--- src/inc/svab_consts.svh ---
/*
 constants for the spurious-vector host controller and its message-bus arbiter.
 assumes it is included by bare name from the package and the logic file.
*/
`ifndef SVAB_CONSTS_SVH
`define SVAB_CONSTS_SVH
`define SVAB_VEC_W      8
`define SVAB_PRI_W      4
`define SVAB_PRI_MAX    4'hf
`define SVAB_PRI_ZERO   4'h0
`define SVAB_PRI_ONE    4'h1
`define SVAB_LOW_ONES   4'hf
`define SVAB_SVEC_RST   8'hff
`define SVAB_CFG_ENA    8
`define SVAB_CFG_FOCUS  9
`define SVAB_ARB_CYC    5
`define SVAB_SLOT       3
`define SVAB_CNT_W      3
`endif

--- src/inc/svab_pkg.sv ---
/*
 types for the spurious-vector host controller.
 assumes svab_consts.svh sits on the include path.
*/
`include "svab_consts.svh"
package svab_pkg;
	typedef enum logic [3:0]
	{
		SVAB_IDLE = 4'b0001,
		SVAB_ARB  = 4'b0010,
		SVAB_SEND = 4'b0100,
		SVAB_LOST = 4'b1000
	} svab_state_e;

	typedef struct packed
	{
		logic       isEoi;
		logic [3:0] pri;
	} svab_arb_s;
endpackage

--- src/logic/svab_host.sv ---
/*
 host side: drives the spurious-vector register image of the device, answers
 acknowledge cycles for it, and contends on the shared message bus.
 assumes open-drain bus wired-and (low wins) resolved outside; the bus pin
 arrives unsynced and is synchronised here.
*/
`include "svab_consts.svh"
module svab_host
	import svab_pkg::*;
#(
	parameter bit         LEGACY   = 1'b0,
	parameter logic [3:0] ARB_INIT = 4'h0
)
(
	input  wire logic        sys_clk,
	input  wire logic        nrst,
	input  wire logic        cfgWr,
	input  wire logic [31:0] cfgWdata,
	output logic      [31:0] cfgRdata,
	input  wire logic        ackCycle,
	input  wire logic        reqMasked,
	input  wire logic [7:0]  reqVector,
	output logic             ackValid,
	output logic      [7:0]  ackVector,
	output logic             ackSpurious,
	input  wire logic        eoiWr,
	input  wire logic [7:0]  inServiceTop,
	output logic             inServiceClear,
	output logic             ctrlEnable,
	output logic             focusCheckOn,
	input  wire logic        sendReq,
	input  wire logic        sendEoi,
	input  wire logic        msgDone,
	output logic             sendBusy,
	output logic             sendWon,
	input  wire logic        busIn,
	output logic             busOut,
	output logic             busOe,
	output logic      [3:0]  arbPri,
	input  wire logic [7:0]  lowPriSelf,
	input  wire logic [7:0]  lowPriPeer,
	input  wire logic [3:0]  tieIdPeer,
	output logic             lowPriAccept
);
	initial
	begin
		if (`SVAB_PRI_W != 4)
			$error("arbitration priority must be four bits");
	end

	// ----------------------------------------------------------------------
	// register image
	// ----------------------------------------------------------------------
	logic [7:0] svec_q;
	logic       ena_q;
	logic       focus_q;
	wire  [7:0] svecWr = LEGACY ? {cfgWdata[7:4], `SVAB_LOW_ONES} : cfgWdata[7:0];
	wire        focusWr = LEGACY ? cfgWdata[`SVAB_CFG_FOCUS] : 1'b0;

	always_ff @(posedge sys_clk or negedge nrst)
		if (!nrst)
		begin
			svec_q  <= `SVAB_SVEC_RST;
			ena_q   <= 1'b0;
			focus_q <= 1'b0;
		end
		else if (cfgWr)
		begin
			svec_q  <= svecWr;
			ena_q   <= cfgWdata[`SVAB_CFG_ENA];
			focus_q <= focusWr;
		end

	always_ff @(posedge sys_clk or negedge nrst)
		if (!nrst)
		begin
			cfgRdata     <= 32'h0000_0000;
			ctrlEnable   <= 1'b0;
			focusCheckOn <= 1'b0;
		end
		else
		begin
			cfgRdata     <= {22'h00_0000, focus_q, ena_q, svec_q};
			ctrlEnable   <= ena_q;
			focusCheckOn <= ~focus_q;
		end

	// ----------------------------------------------------------------------
	// acknowledge and end-of-interrupt
	// ----------------------------------------------------------------------
	// spurious answer never touches in-service bits, so no clear request
	wire spur = reqMasked;
	always_ff @(posedge sys_clk or negedge nrst)
		if (!nrst)
		begin
			ackValid       <= 1'b0;
			ackVector      <= 8'h00;
			ackSpurious    <= 1'b0;
			inServiceClear <= 1'b0;
		end
		else
		begin
			ackValid       <= ackCycle & ena_q;
			ackVector      <= spur ? svec_q : reqVector;
			ackSpurious    <= ackCycle & ena_q & spur;
			// a spurious-vector in-service bit is cleared only by a real eoi
			inServiceClear <= eoiWr & ena_q;
		end

	// ----------------------------------------------------------------------
	// message bus arbitration
	// ----------------------------------------------------------------------
	logic        b1_q;
	logic        b2_q;
	svab_state_e state_q;
	logic [2:0]  cyc_q;
	logic [3:0]  pri_q;
	logic [3:0]  winPri_q;
	logic [4:0]  word_q;
	logic [1:0]  ph_q;
	// eoi flag leads, so a lone eoi wins; a one bit drives the bus low
	wire  [4:0]  myWord = {sendEoi, pri_q};

	function automatic logic [3:0] incPri(input logic [3:0] p);
		return p + `SVAB_PRI_ONE;
	endfunction

	always_ff @(posedge sys_clk or negedge nrst)
		if (!nrst)
		begin
			b1_q <= 1'b1;
			b2_q <= 1'b1;
		end
		else
		begin
			b1_q <= busIn;
			b2_q <= b1_q;
		end

	// each bit is held a full slot: the two-stage sync needs that long to see it
	wire slotEnd = ph_q == 2'(`SVAB_SLOT - 1);
	wire myBit   = word_q[`SVAB_ARB_CYC - 1];
	wire lostBit = slotEnd & ~myBit & ~b2_q;
	wire arbEnd  = slotEnd & (cyc_q == 3'(`SVAB_ARB_CYC - 1));
	wire bitsLeft = cyc_q != 3'(`SVAB_ARB_CYC);
	// winner value seen on the bus is rebuilt from observed bits
	logic [4:0] seen_q;

	always_ff @(posedge sys_clk or negedge nrst)
		if (!nrst)
		begin
			state_q  <= SVAB_IDLE;
			cyc_q    <= 3'h0;
			ph_q     <= 2'h0;
			pri_q    <= ARB_INIT;
			winPri_q <= `SVAB_PRI_ZERO;
			word_q   <= 5'h00;
			seen_q   <= 5'h00;
			busOut   <= 1'b1;
			busOe    <= 1'b0;
			sendBusy <= 1'b0;
			sendWon  <= 1'b0;
		end
		else
		begin
			sendWon <= 1'b0;
			case (state_q)
				SVAB_IDLE:
				begin
					if (sendReq & ena_q)
					begin
						state_q  <= SVAB_ARB;
						word_q   <= myWord;
						cyc_q    <= 3'h0;
						ph_q     <= 2'h0;
						busOe    <= myWord[`SVAB_ARB_CYC - 1];
						busOut   <= 1'b0;
						sendBusy <= 1'b1;
					end
					else if (msgDone)
						pri_q <= (pri_q == `SVAB_PRI_MAX) ? incPri(winPri_q) : incPri(pri_q);
				end
				SVAB_ARB:
				begin
					ph_q <= slotEnd ? 2'h0 : ph_q + 2'h1;
					if (slotEnd)
					begin
						seen_q <= {seen_q[3:0], ~b2_q};
						word_q <= {word_q[3:0], 1'b0};
						cyc_q  <= cyc_q + 3'h1;
						if (lostBit)
						begin
							state_q <= SVAB_LOST;
							busOe   <= 1'b0;
						end
						else if (arbEnd)
							state_q <= SVAB_SEND;
						else
							busOe <= word_q[`SVAB_ARB_CYC - 2];
					end
				end
				SVAB_SEND:
				begin
					busOe <= 1'b0; // payload drive left to message logic
					if (msgDone)
					begin
						winPri_q <= pri_q;
						pri_q    <= `SVAB_PRI_ZERO;
						state_q  <= SVAB_IDLE;
						sendBusy <= 1'b0;
						sendWon  <= 1'b1;
					end
				end
				SVAB_LOST:
				begin
					// keep watching the remaining bits to learn the winner priority
					if (bitsLeft)
					begin
						ph_q <= slotEnd ? 2'h0 : ph_q + 2'h1;
						if (slotEnd)
						begin
							seen_q <= {seen_q[3:0], ~b2_q};
							cyc_q  <= cyc_q + 3'h1;
						end
					end
					if (msgDone)
					begin
						// winner priority taken from the bits it drove
						winPri_q <= seen_q[3:0];
						pri_q    <= (pri_q == `SVAB_PRI_MAX) ? incPri(seen_q[3:0]) :
							incPri(pri_q);
						state_q  <= SVAB_IDLE;
						sendBusy <= 1'b0;
					end
				end
				default:
					state_q <= SVAB_IDLE;
			endcase
		end

	always_ff @(posedge sys_clk or negedge nrst)
		if (!nrst)
		begin
			arbPri       <= 4'h0;
			lowPriAccept <= 1'b0;
		end
		else
		begin
			arbPri       <= pri_q;
			lowPriAccept <= (lowPriSelf < lowPriPeer) ||
				((lowPriSelf == lowPriPeer) && (pri_q > tieIdPeer));
		end

	// ----------------------------------------------------------------------
	// checks
	// ----------------------------------------------------------------------
	property p_spur;
		@(posedge sys_clk) disable iff (!nrst)
		ackCycle && ena_q && reqMasked |=> ackVector == $past(svec_q);
	endproperty
	a_spur: assert property (p_spur) else $error("spurious vector not returned");

	property p_noclr;
		@(posedge sys_clk) disable iff (!nrst)
		ackCycle && !eoiWr |=> !inServiceClear;
	endproperty
	a_noclr: assert property (p_noclr) else $error("acknowledge cleared in-service");

	property p_legacy;
		@(posedge sys_clk) disable iff (!nrst)
		LEGACY |-> svec_q[3:0] == `SVAB_LOW_ONES;
	endproperty
	a_legacy: assert property (p_legacy) else $error("legacy low bits not ones");

	property p_wr;
		@(posedge sys_clk) disable iff (!nrst)
		cfgWr && !LEGACY |=> ##1 cfgRdata[7:0] == $past(cfgWdata[7:0], 2);
	endproperty
	a_wr: assert property (p_wr) else $error("vector readback differs");

	property p_ena;
		@(posedge sys_clk) disable iff (!nrst)
		cfgWr |=> ##1 ctrlEnable == $past(cfgWdata[`SVAB_CFG_ENA], 2);
	endproperty
	a_ena: assert property (p_ena) else $error("enable bit not applied");

	property p_lose;
		@(posedge sys_clk) disable iff (!nrst)
		state_q == SVAB_ARB && lostBit |=> !busOe;
	endproperty
	a_lose: assert property (p_lose) else $error("loser kept driving");

	property p_win;
		@(posedge sys_clk) disable iff (!nrst)
		state_q == SVAB_SEND && msgDone |=> pri_q == `SVAB_PRI_ZERO && sendWon;
	endproperty
	a_win: assert property (p_win) else $error("winner priority not zero");

	property p_inc;
		@(posedge sys_clk) disable iff (!nrst)
		state_q == SVAB_IDLE && !sendReq && msgDone && pri_q != `SVAB_PRI_MAX
			|=> pri_q == $past(pri_q) + `SVAB_PRI_ONE;
	endproperty
	a_inc: assert property (p_inc) else $error("priority not advanced");

	property p_eoi;
		@(posedge sys_clk) disable iff (!nrst)
		eoiWr && ena_q |=> inServiceClear;
	endproperty
	a_eoi: assert property (p_eoi) else $error("eoi did not clear");
endmodule // svab_host

--- config.mk ---
export PLATFORM = sky130hd
export DESIGN_NAME = svab_host
export DESIGN_NICKNAME = d
export VERILOG_FILES = /design/src/inc/svab_pkg.sv /design/src/logic/svab_host.sv
export VERILOG_INCLUDE_DIRS = /design/src /design/src/inc
export SDC_FILE = /design/constraint.sdc
export NUM_CORES = 1
export LEC_CHECK = 0
export BUFFER_PORTS_ARGS = -buffer_cell sky130_fd_sc_hd__buf_2
export CAP_MARGIN = 0
export CORE_MARGIN = 2
export CORE_UTILIZATION = 46
export CTS_BUF_LIST = sky130_fd_sc_hd__clkbuf_8
export CTS_CLUSTER_SIZE = 12
export DETAILED_ROUTE_END_ITERATION = 12
export MAX_ROUTING_LAYER = met4
export PLACE_DENSITY = 0.79
export SYNTH_ARGS = -nofsm -noshare
export SYNTH_HDL_FRONTEND = slang
export SYNTH_SLANG_ARGS = --single-unit
--- constraint.sdc ---
create_clock -name sys_clk -period 1.9 [get_ports sys_clk]
set_input_delay 0.19 -clock sys_clk [delete_from_list [all_inputs] [get_ports sys_clk]]
set_output_delay 0.19 -clock sys_clk [all_outputs]
set_load 0.1 [all_outputs]
==> reports/summary.md, run 1 <==
The flow ran to the end, but the final reports show violations. The checks that failed: setup timing. The netlist uses 55 different library cells.

The total global routing overflow is 0, and the via count of the routed design is 2552. During synthesis, Yosys emitted a total of 0 warnings. Grouping stages by cell kind, the critical path spends the most delay in simple AND/OR/NAND/NOR gates.

The post-DP HPWL was 5.05 mm; the via density per instance was 4.96. The diode insertion count for antenna repair is 0, and the critical path data arrival time is 2.21 ns. Of the available clock period, the critical path in the final layout requires 102%. The total wire length was 6.74 mm. On the final layout, the worst hold slack is 0.0581 ns. STA classifies the critical path endpoint as a flop. The run gives 4 as the number of detailed-routing iterations run before antenna repair.

The synthesized netlist devotes 11.1% of its cell area to compound gates. Combined buffer and inverter count along the critical path: 1. The type of the tightest min-delay check is primary input to flop. The initial antenna violation count came out at 0. The worst-case setup margin in the final layout is -0.0400 ns.

The die covers 0.00803 mm². For this run, asynchronously set or reset flops after synthesis account for 100%. In this run, synthesis produced a sequential element count of 67. During I/O placement, the number of pins put on the boundary was 132. After clock tree synthesis, the clock-pin slew on the worst setup and hold paths is 0.07 ns. TritonCTS built the clock tree. The first global-routing pass estimated 11.4 mm of wire. The tools report the starting DRC count in detailed routing as 148.

The clock reaches the later pin of the worst-skew pair after 0.35 ns. The maximum fanout along the worst path came out at 3. The highest clock rate is 515 MHz, and the number of endpoints failing setup at the final stage is 1.

Once the floorplan was initialized, standard cells occupied 47.0% of the core. In this design, the stage delay of the slowest critical-path cell is 0.49 ns. Layout cell share with drive strength beyond 1: 39.0%. For this run, the post-layout net count is 506. Counting every instance in the synthesized netlist gives 305. The main flop type after synthesis was sky130_fd_sc_hd__dfrtp_1. For the number of placement rows, the log shows 31.

The worst clock skew was 0.00803 ns; the simple-gate portion of the synthesized area was 12.9%. For this design, the slowest cell found on the critical path is sky130_fd_sc_hd__or4_4. The logs give 9 for the number of buffers inserted during clock tree synthesis and 0.907 for the routability congestion estimate from global placement. At the worst endpoint, the required time is 2.17 ns.

From left edge to right edge, the die measures 89.6 µm. The library cell used most frequently in the layout, excluding fill and tap cells, is sky130_fd_sc_hd__buf_2. The clock drives 67 sinks.

The worst setup path is launched from a flop. Summed instance area of the synthesized netlist: 0.00337 mm². Traced cell by cell, the critical path runs through inv_2, ha_2, and2_4, nand3b_1, a221o_1, or4_4, a21oi_2.

The number of buffers on the longest clock path came out at 2. By area, the combinational part of the netlist is dominated by simple AND/OR/NAND/NOR gates. The number of synthesized flops with an enable pin is 0, and the placed standard-cell area is 0.00393 mm².

The vertical die dimension came out at 89.6 µm. The logs give 3 for the deepest level of the CTS H-tree and 0 for the number of remaining DRC errors. Post-route antenna net violation count: 0. Of the synthesized area, sequential elements account for 50.2%.

In the final routed layout, each cell accounts on average for 13.1 µm. Entering global routing, the biggest net connects 68 pins. The mux cell area share after synthesis was 8.80%. The top cell types in the final layout, fill and taps aside, are sky130_fd_sc_hd__buf_2, sky130_fd_sc_hd__dfrtp_1, sky130_fd_sc_hd__nand2_1. The worst setup path is of the flop to flop kind. The run gives 0.000601 V as the maximum vdd ir drop.

Of the total synthesized cell area, the portion taken by full adders, half adders and majority gates is 6.68%. The leakage power of the design was 2.08 nW; the number of failing hold endpoints at the final stage was 0. The area growth from synthesis to layout is 25.4%.

The cell sitting at the root of the clock tree is a sky130_fd_sc_hd__clkbuf_8. The finished cells cover 0.00423 mm². The fraction of synthesized cell area in xor and xnor cells came out at 1.56%. The mean cell area of the mapped netlist came out at 11.0 µm². The number of global-route vias before repair was 2581; the number of maximum-capacitance violations was 0. Setup repair after global routing could not meet its margin everywhere. After layout, the design draws a total of 5.09 mW.

The number of I/O port buffers was 77; the area of the core was 0.00718 mm². Counting I/O delays and the setup requirement, the final critical path takes 1.94 ns. For this design the ratio of total power to cell area is 1210 mW/mm². In the final timing run, aggregate negative setup slack is -0.0400 ns.

Global routing used 19.3% of the available tracks across all layers. The number of max-slew violations in the final report came out at 0.
[routing by layer]
| layer | vias to the layer above | share of wire (%) | GRT usage (%) |
|---|---|---|---|
| met1 | 1213 | 43 | 23.3 |
| met4 | 0 | 2.3 | 9.09 |
| li1 | 1227 | - | - |
| met2 | 99 | 48 | 30.5 |
| met5 | - | 0 | - |
| met3 | 13 | 6.3 | 4.48 |
[where the power goes]
part	internal [mW]	leakage, nW	switching, mW	total, mW
clock network	0.909	0.123	0.545	1.45
registers	1.67	0.809	0.192	1.86
logic	0.453	1.15	1.33	1.78
[through the flow]
step,utilization [%],setup slack (ns),cells
5_1_grt,58.9,-0.107,514
6_report,58.9,-0.0400,514
3_3_place_gp,54.7,0.0508,494
4_1_cts,58.6,-0.0217,512
2_1_floorplan,-,0.00205,327
3_5_place_dp,54.7,-0.0452,494
[flip-flops by register name, indices dropped and copies added (netlist names), 3 cells and up]
| register | count |
|---|---|
| winPri_q | 4 |
| cfgRdata | 9 |
| arbPri | 4 |
| svec_q | 8 |
| seen_q | 4 |
| ackVector | 8 |
| cyc_q | 3 |
| word_q | 5 |
| state_q | 4 |
| pri_q | 4 |
[Yosys cell counts (2+ instances only)]
master / count / area share (%)
sky130_fd_sc_hd__dfrtp_1: 55 / 41
sky130_fd_sc_hd__nand2_1: 28 / 3.1
sky130_fd_sc_hd__buf_4: 25 / 5.6
sky130_fd_sc_hd__ha_1: 18 / 6.7
sky130_fd_sc_hd__mux2_2: 18 / 6.0
sky130_fd_sc_hd__inv_1: 17 / 1.9
sky130_fd_sc_hd__o21ai_0: 17 / 2.5
sky130_fd_sc_hd__a21oi_1: 12 / 1.8
sky130_fd_sc_hd__dfstp_2: 12 / 9.4
sky130_fd_sc_hd__nor2_1: 10 / 1.1
sky130_fd_sc_hd__and2_1: 7 / 1.3
sky130_fd_sc_hd__nand3_1: 7 / 1.0
sky130_fd_sc_hd__mux2i_1: 6 / 1.8
sky130_fd_sc_hd__xor2_1: 5 / 1.3
sky130_fd_sc_hd__clkbuf_1: 4 / 0.45
sky130_fd_sc_hd__nand4_1: 4 / 0.74
sky130_fd_sc_hd__nor2b_1: 4 / 0.74
sky130_fd_sc_hd__o21a_1: 4 / 0.89
sky130_fd_sc_hd__and3_1: 3 / 0.56
sky130_fd_sc_hd__mux2_1: 3 / 1.0
sky130_fd_sc_hd__o22ai_1: 3 / 0.56
sky130_fd_sc_hd__a21boi_0: 2 / 0.45
sky130_fd_sc_hd__buf_2: 2 / 0.30
sky130_fd_sc_hd__conb_1: 2 / 0.22
sky130_fd_sc_hd__nand2b_1: 2 / 0.37
sky130_fd_sc_hd__nand3b_1: 2 / 0.45
sky130_fd_sc_hd__o211ai_1: 2 / 0.45
sky130_fd_sc_hd__o221ai_1: 2 / 0.52
sky130_fd_sc_hd__o31ai_1: 2 / 0.45
sky130_fd_sc_hd__or2_2: 2 / 0.37
[logic make-up after synthesis]
| group | Yosys count |
|---|---|
| and+or+nand+nor | 79 |
| adders and majority gates | 18 |
| DFF | 67 |
| muxes | 27 |
| AOI/OAI and AO/OA | 57 |
| other | 2 |
| xor gates and xnor gates | 6 |
| buffers and inverters | 49 |
[cell type report]
cell class,instances,area [µm²]
Inverter,17,63.8
Clock inverter,6,111
Sequential cell,67,1690
Tap cell,99,124
Fill cell,618,2950
Clock buffer,10,138
Timing Repair Buffer,104,606
Multi-Input combinational cell,211,1490
[path summary, 6_finish.rpt]
path	endpoint	slack [ns]	cells after the start	startpoint
hold reg to reg	b2_q$_DFF_PN1_	0.36	0	b1_q$_DFF_PN1_
setup reg to reg	cyc_q[2]$_DFFE_PN0P_	-0.04	7	cyc_q[1]$_DFFE_PN0P_
max in group asynchronous	svec_q[6]$_DFFE_PN1P_	1.20	3	nrst
hold / removal	inServiceClear$_DFF_PN0_	0.06	2	eoiWr
setup / recovery	cyc_q[2]$_DFFE_PN0P_	-0.04	7	cyc_q[1]$_DFFE_PN0P_
min in group asynchronous	ackVector[2]$_DFF_PN0_	0.38	3	nrst
[repair_timing]
action / 4_1_cts / 5_1_grt
pin swaps: 0 / 2
resized for setup: 4 / 3
hold buffers: 2 / 0
gates cloned: 0 / 0
endpoints found under the setup margin: 1 / 6
setup buffers: 0 / 2
endpoints found under the hold margin: 56 / 0
(Power assumes the default switching activity.)
==> run 2, diff against run 1 <==
- CORE_UTILIZATION: 46 -> 54
- PLACE_DENSITY: 0.79 -> 0.87
- clock period: 1.9 -> 2.45 ns (I/O delays scaled with it)
==> run 2 against run 1 <==
Flip-flop and latch count unchanged. Largest cell class unchanged. Count of clock-buffer cells in the layout is the same. Largest power group unchanged. Final cell count down 8.4%. Sequential power is 22% lower. Clock power down 36%. The run now ends clean.
==> reports/summary.md, run 2 (synthesis results as in run 1) <==
The tools report the via count of the routed design as 2454. The analysis attributes to cell leakage a power of 1.95 nW. Buffers placed on the I/O ports in this run total 77.

Leaving out fill and tap cells, the most frequent cells in the layout are sky130_fd_sc_hd__buf_2, sky130_fd_sc_hd__dfrtp_1, sky130_fd_sc_hd__nand2_1. The run gives 0.00376 mm² as the placed standard-cell area. The endpoint identified for the worst register-to-register timing path is seen_q[3]$_DFFE_PN0P_.

In this run, the combinational gates consume 35.5% of the power. For the number of fillers in the final layout, the log shows 463. Setup repair after global routing left no endpoint under its margin. The critical setup path kind is flop to flop. Clock-pin slew was measured on the worst setup and hold paths at 0.08 ns. The root buffer cell chosen for the clock tree is sky130_fd_sc_hd__clkbuf_8.

The power density over the cells was 923 mW/mm². The area overhead of the layout relative to synthesis is 18.4%. For the number of max-slew violations in the final report, the log shows 0. VDD sags by at most 0.000905 V. TritonCTS built the clock tree. Register-to-register setup slack: 0.35 ns.

The slowest stage of the critical path is the sky130_fd_sc_hd__or4b_1 cell. The post-route antenna net violation count was 0. The flow ran to the end, and the final reports show no timing, DRC or antenna violations.

In this run the power spent charging and discharging nets is 1.58 mW. Setup violations remaining at the end of the flow were counted as 0. Using the TritonRoute via totals, the vias-per-cell ratio works out to 5.21.

The floorplan step set the die width to 83.0 µm. The most used routing layer is met2. Dividing the detail-routed wire length by the instance count gives 13.8 µm.

The critical path data arrival time was 2.31 ns. The signal on the critical path passes through or4b_1, o21bai_2, and2_1, mux2_1. The die is 83.0 µm tall.

After detailed routing, the number of remaining DRC violations is 0. Of the cells placed in the final design, the portion with a size suffix greater than 1 is 34.3%. The register with the most flip-flops is cfgRdata. The global-route total usage across every layer came out at 20.0%. The aggregate negative setup slack is 0 ns. Headroom to the max-slew limit came out at 60.3%. The number of nets in the layout is 487, and the deepest level of the CTS H-tree is 3.

The run gives 56.2% as the initial cell density of the core. The area of all placed cells without fillers was 0.00399 mm². The largest registers in the layout are cfgRdata (9), ackVector (8), svec_q (8). The worst hold path passes through 2 cells. For the pin with the worst max-slew slack, the measured transition is 0.588 ns.

The number of buffers inserted to repair setup after CTS was 0. In this run, the clock network consumes 25.0% of the power. For this block, the initial DRC count from the detailed router was 153. The logs give 67 for the clock sink count and 0.00689 mm² for the full die area.

Derived from the worst setup path, the maximum achievable clock frequency is 477 MHz. The repair_antennas step left the layout with diodes totalling 0. The area of the core is 0.00599 mm², and the path depth of the worst reg2reg path is 4. Counting along the longest clock path gives a buffer depth of 2. The number of maximum-capacitance violations was 0; the met2 track utilization from global routing was 32.4%. The critical path's largest stage delay works out to 0.58 ns.

The cell-internal power is 2.10 mW, and the post-DP HPWL is 4.80 mm. The count of boundary I/O pins is 132, and the total wire length is 6.49 mm. Fraction of power spent switching nets: 43.0%. The tools report the end point of the worst hold path as inServiceClear$_DFF_PN0_. The source-to-sink clock delay at the later pin of the worst-skew pair came out at 0.34 ns. The type of the tightest min-delay check is primary input to flop. Post-CTS repair changed the size of 0 cells. The tools report the data required time of the critical path as 2.67 ns. The number of buffers inserted during clock tree synthesis was 9; the global-route track usage on met3 was 5.57%. The library cell used most frequently in the layout, excluding fill and tap cells, is sky130_fd_sc_hd__buf_2. The pre-antenna-repair detailed-routing pass consisted of 4 iterations.

The startpoint type of the worst setup path is a flop. The final period demand of the worst path was 2.10 ns; the met1 demand-to-capacity share in global routing was 23.9%. For the worst clock skew, the log shows 0.00992 ns. Per report_power, the sequential group accounts for 39.5% of the total. The register with the most flip-flops in the layout has 9 of them. The logs give 42 for the maximum number of pins on one net before global-route repair and 0 for the number of failing hold endpoints at the final stage. In this run the core area contains 28 standard-cell rows.

In this run the most critical hold path is launched from eoiWr. Of all nets on the critical path, the largest fanout is 11. The startpoint of the worst-slack reg-to-reg timing path is state_q[1]$_DFFE_PN0P_. Part of the cycle the worst path needs: 85.5%. The worst setup path is captured at a flop. The first global-routing pass estimated 10.8 mm of wire. After global routing the overflow that remains totals 0. For the initial antenna violation count, the log shows 0.

Routability-driven placement finished with a final weighted congestion of 0.871. The run gives 2392 as the number of global-route vias before repair.
[run 2: cell types whose count changed in the layout (fill, tap and decap cells not counted), sizes merged]
cell,before,now
clkinv,1,2
bufinv,3,1
buf,102,83
clkinvlp,1,2
[run 2: how the worst max path moves through the flow]
stage,start,endpoint,slack (ns),cells after the start
after floorplan,state_q[2]$_DFFE_PN0P_,seen_q[1]$_DFFE_PN0P_,0.50,6
after global placement,state_q[1]$_DFFE_PN0P_,seen_q[2]$_DFFE_PN0P_,0.40,4
after CTS,state_q[1]$_DFFE_PN0P_,seen_q[3]$_DFFE_PN0P_,0.35,4
final,state_q[1]$_DFFE_PN0P_,seen_q[3]$_DFFE_PN0P_,0.35,4
after detailed placement,state_q[1]$_DFFE_PN0P_,seen_q[3]$_DFFE_PN0P_,0.36,4
after global routing,cyc_q[0]$_DFFE_PN0P_,cyc_q[2]$_DFFE_PN0P_,0.24,6
[run 2: critical path: cells and delay by family, from the launching register on]
family	cells	cell delay, ns
AND/OR/NAND/NOR	2	0.90
multiplexers	1	0.36
flip-flops	1	0.49
AO/OA/AOI/OAI	1	0.21
[run 2: metal layers]
metal | vias to the layer above | routed length (µm)
met4 | 0 | 104
met1 | 1156 | 2750
li1 | 1192 | -
met3 | 8 | 425
met2 | 98 | 3210
met5 | - | 0
[run 2: final cells by class]
type,instances,area (µm²),area share [%]
inverters,17,63.8,1.60
multi-input cells,211,1470,36.9
well taps,75,93.8,2.35
clock buffers,10,138,3.45
flip-flops and latches,67,1690,42.4
repair buffers,85,463,11.6
clock inverters,6,66.3,1.66
[run 2: power by group through the flow]
stage | Clock [mW] | Combinational, mW | Sequential (mW)
3_3_place_gp | 0 | 1.28 | 1.46
6_report | 0.921 | 1.31 | 1.45
4_1_cts | 0.949 | 1.31 | 1.45
3_5_place_dp | 0 | 1.31 | 1.47
2_1_floorplan | 0 | 0.585 | 1.96
5_1_grt | 1.00 | 1.39 | 1.48
[run 2: through the flow]
step	util, %	hold slack [ns]	power (mW)	std cells	setup WS [ns]
after floorplan	-	-0.0506	2.55	327	0.500
after global placement	62.8	0.269	2.74	453	0.401
after detailed placement	62.8	0.286	2.78	453	0.364
after CTS	66.6	0.100	3.72	471	0.348
after global routing	66.6	0.118	3.87	471	0.235
final	66.6	0.123	3.68	471	0.354
[run 2: what timing repair did]
action | in CTS | in global routing
endpoints found under the hold margin | 20 | 0
endpoints found under the setup margin | 0 | 0
hold buffers | 2 | 0
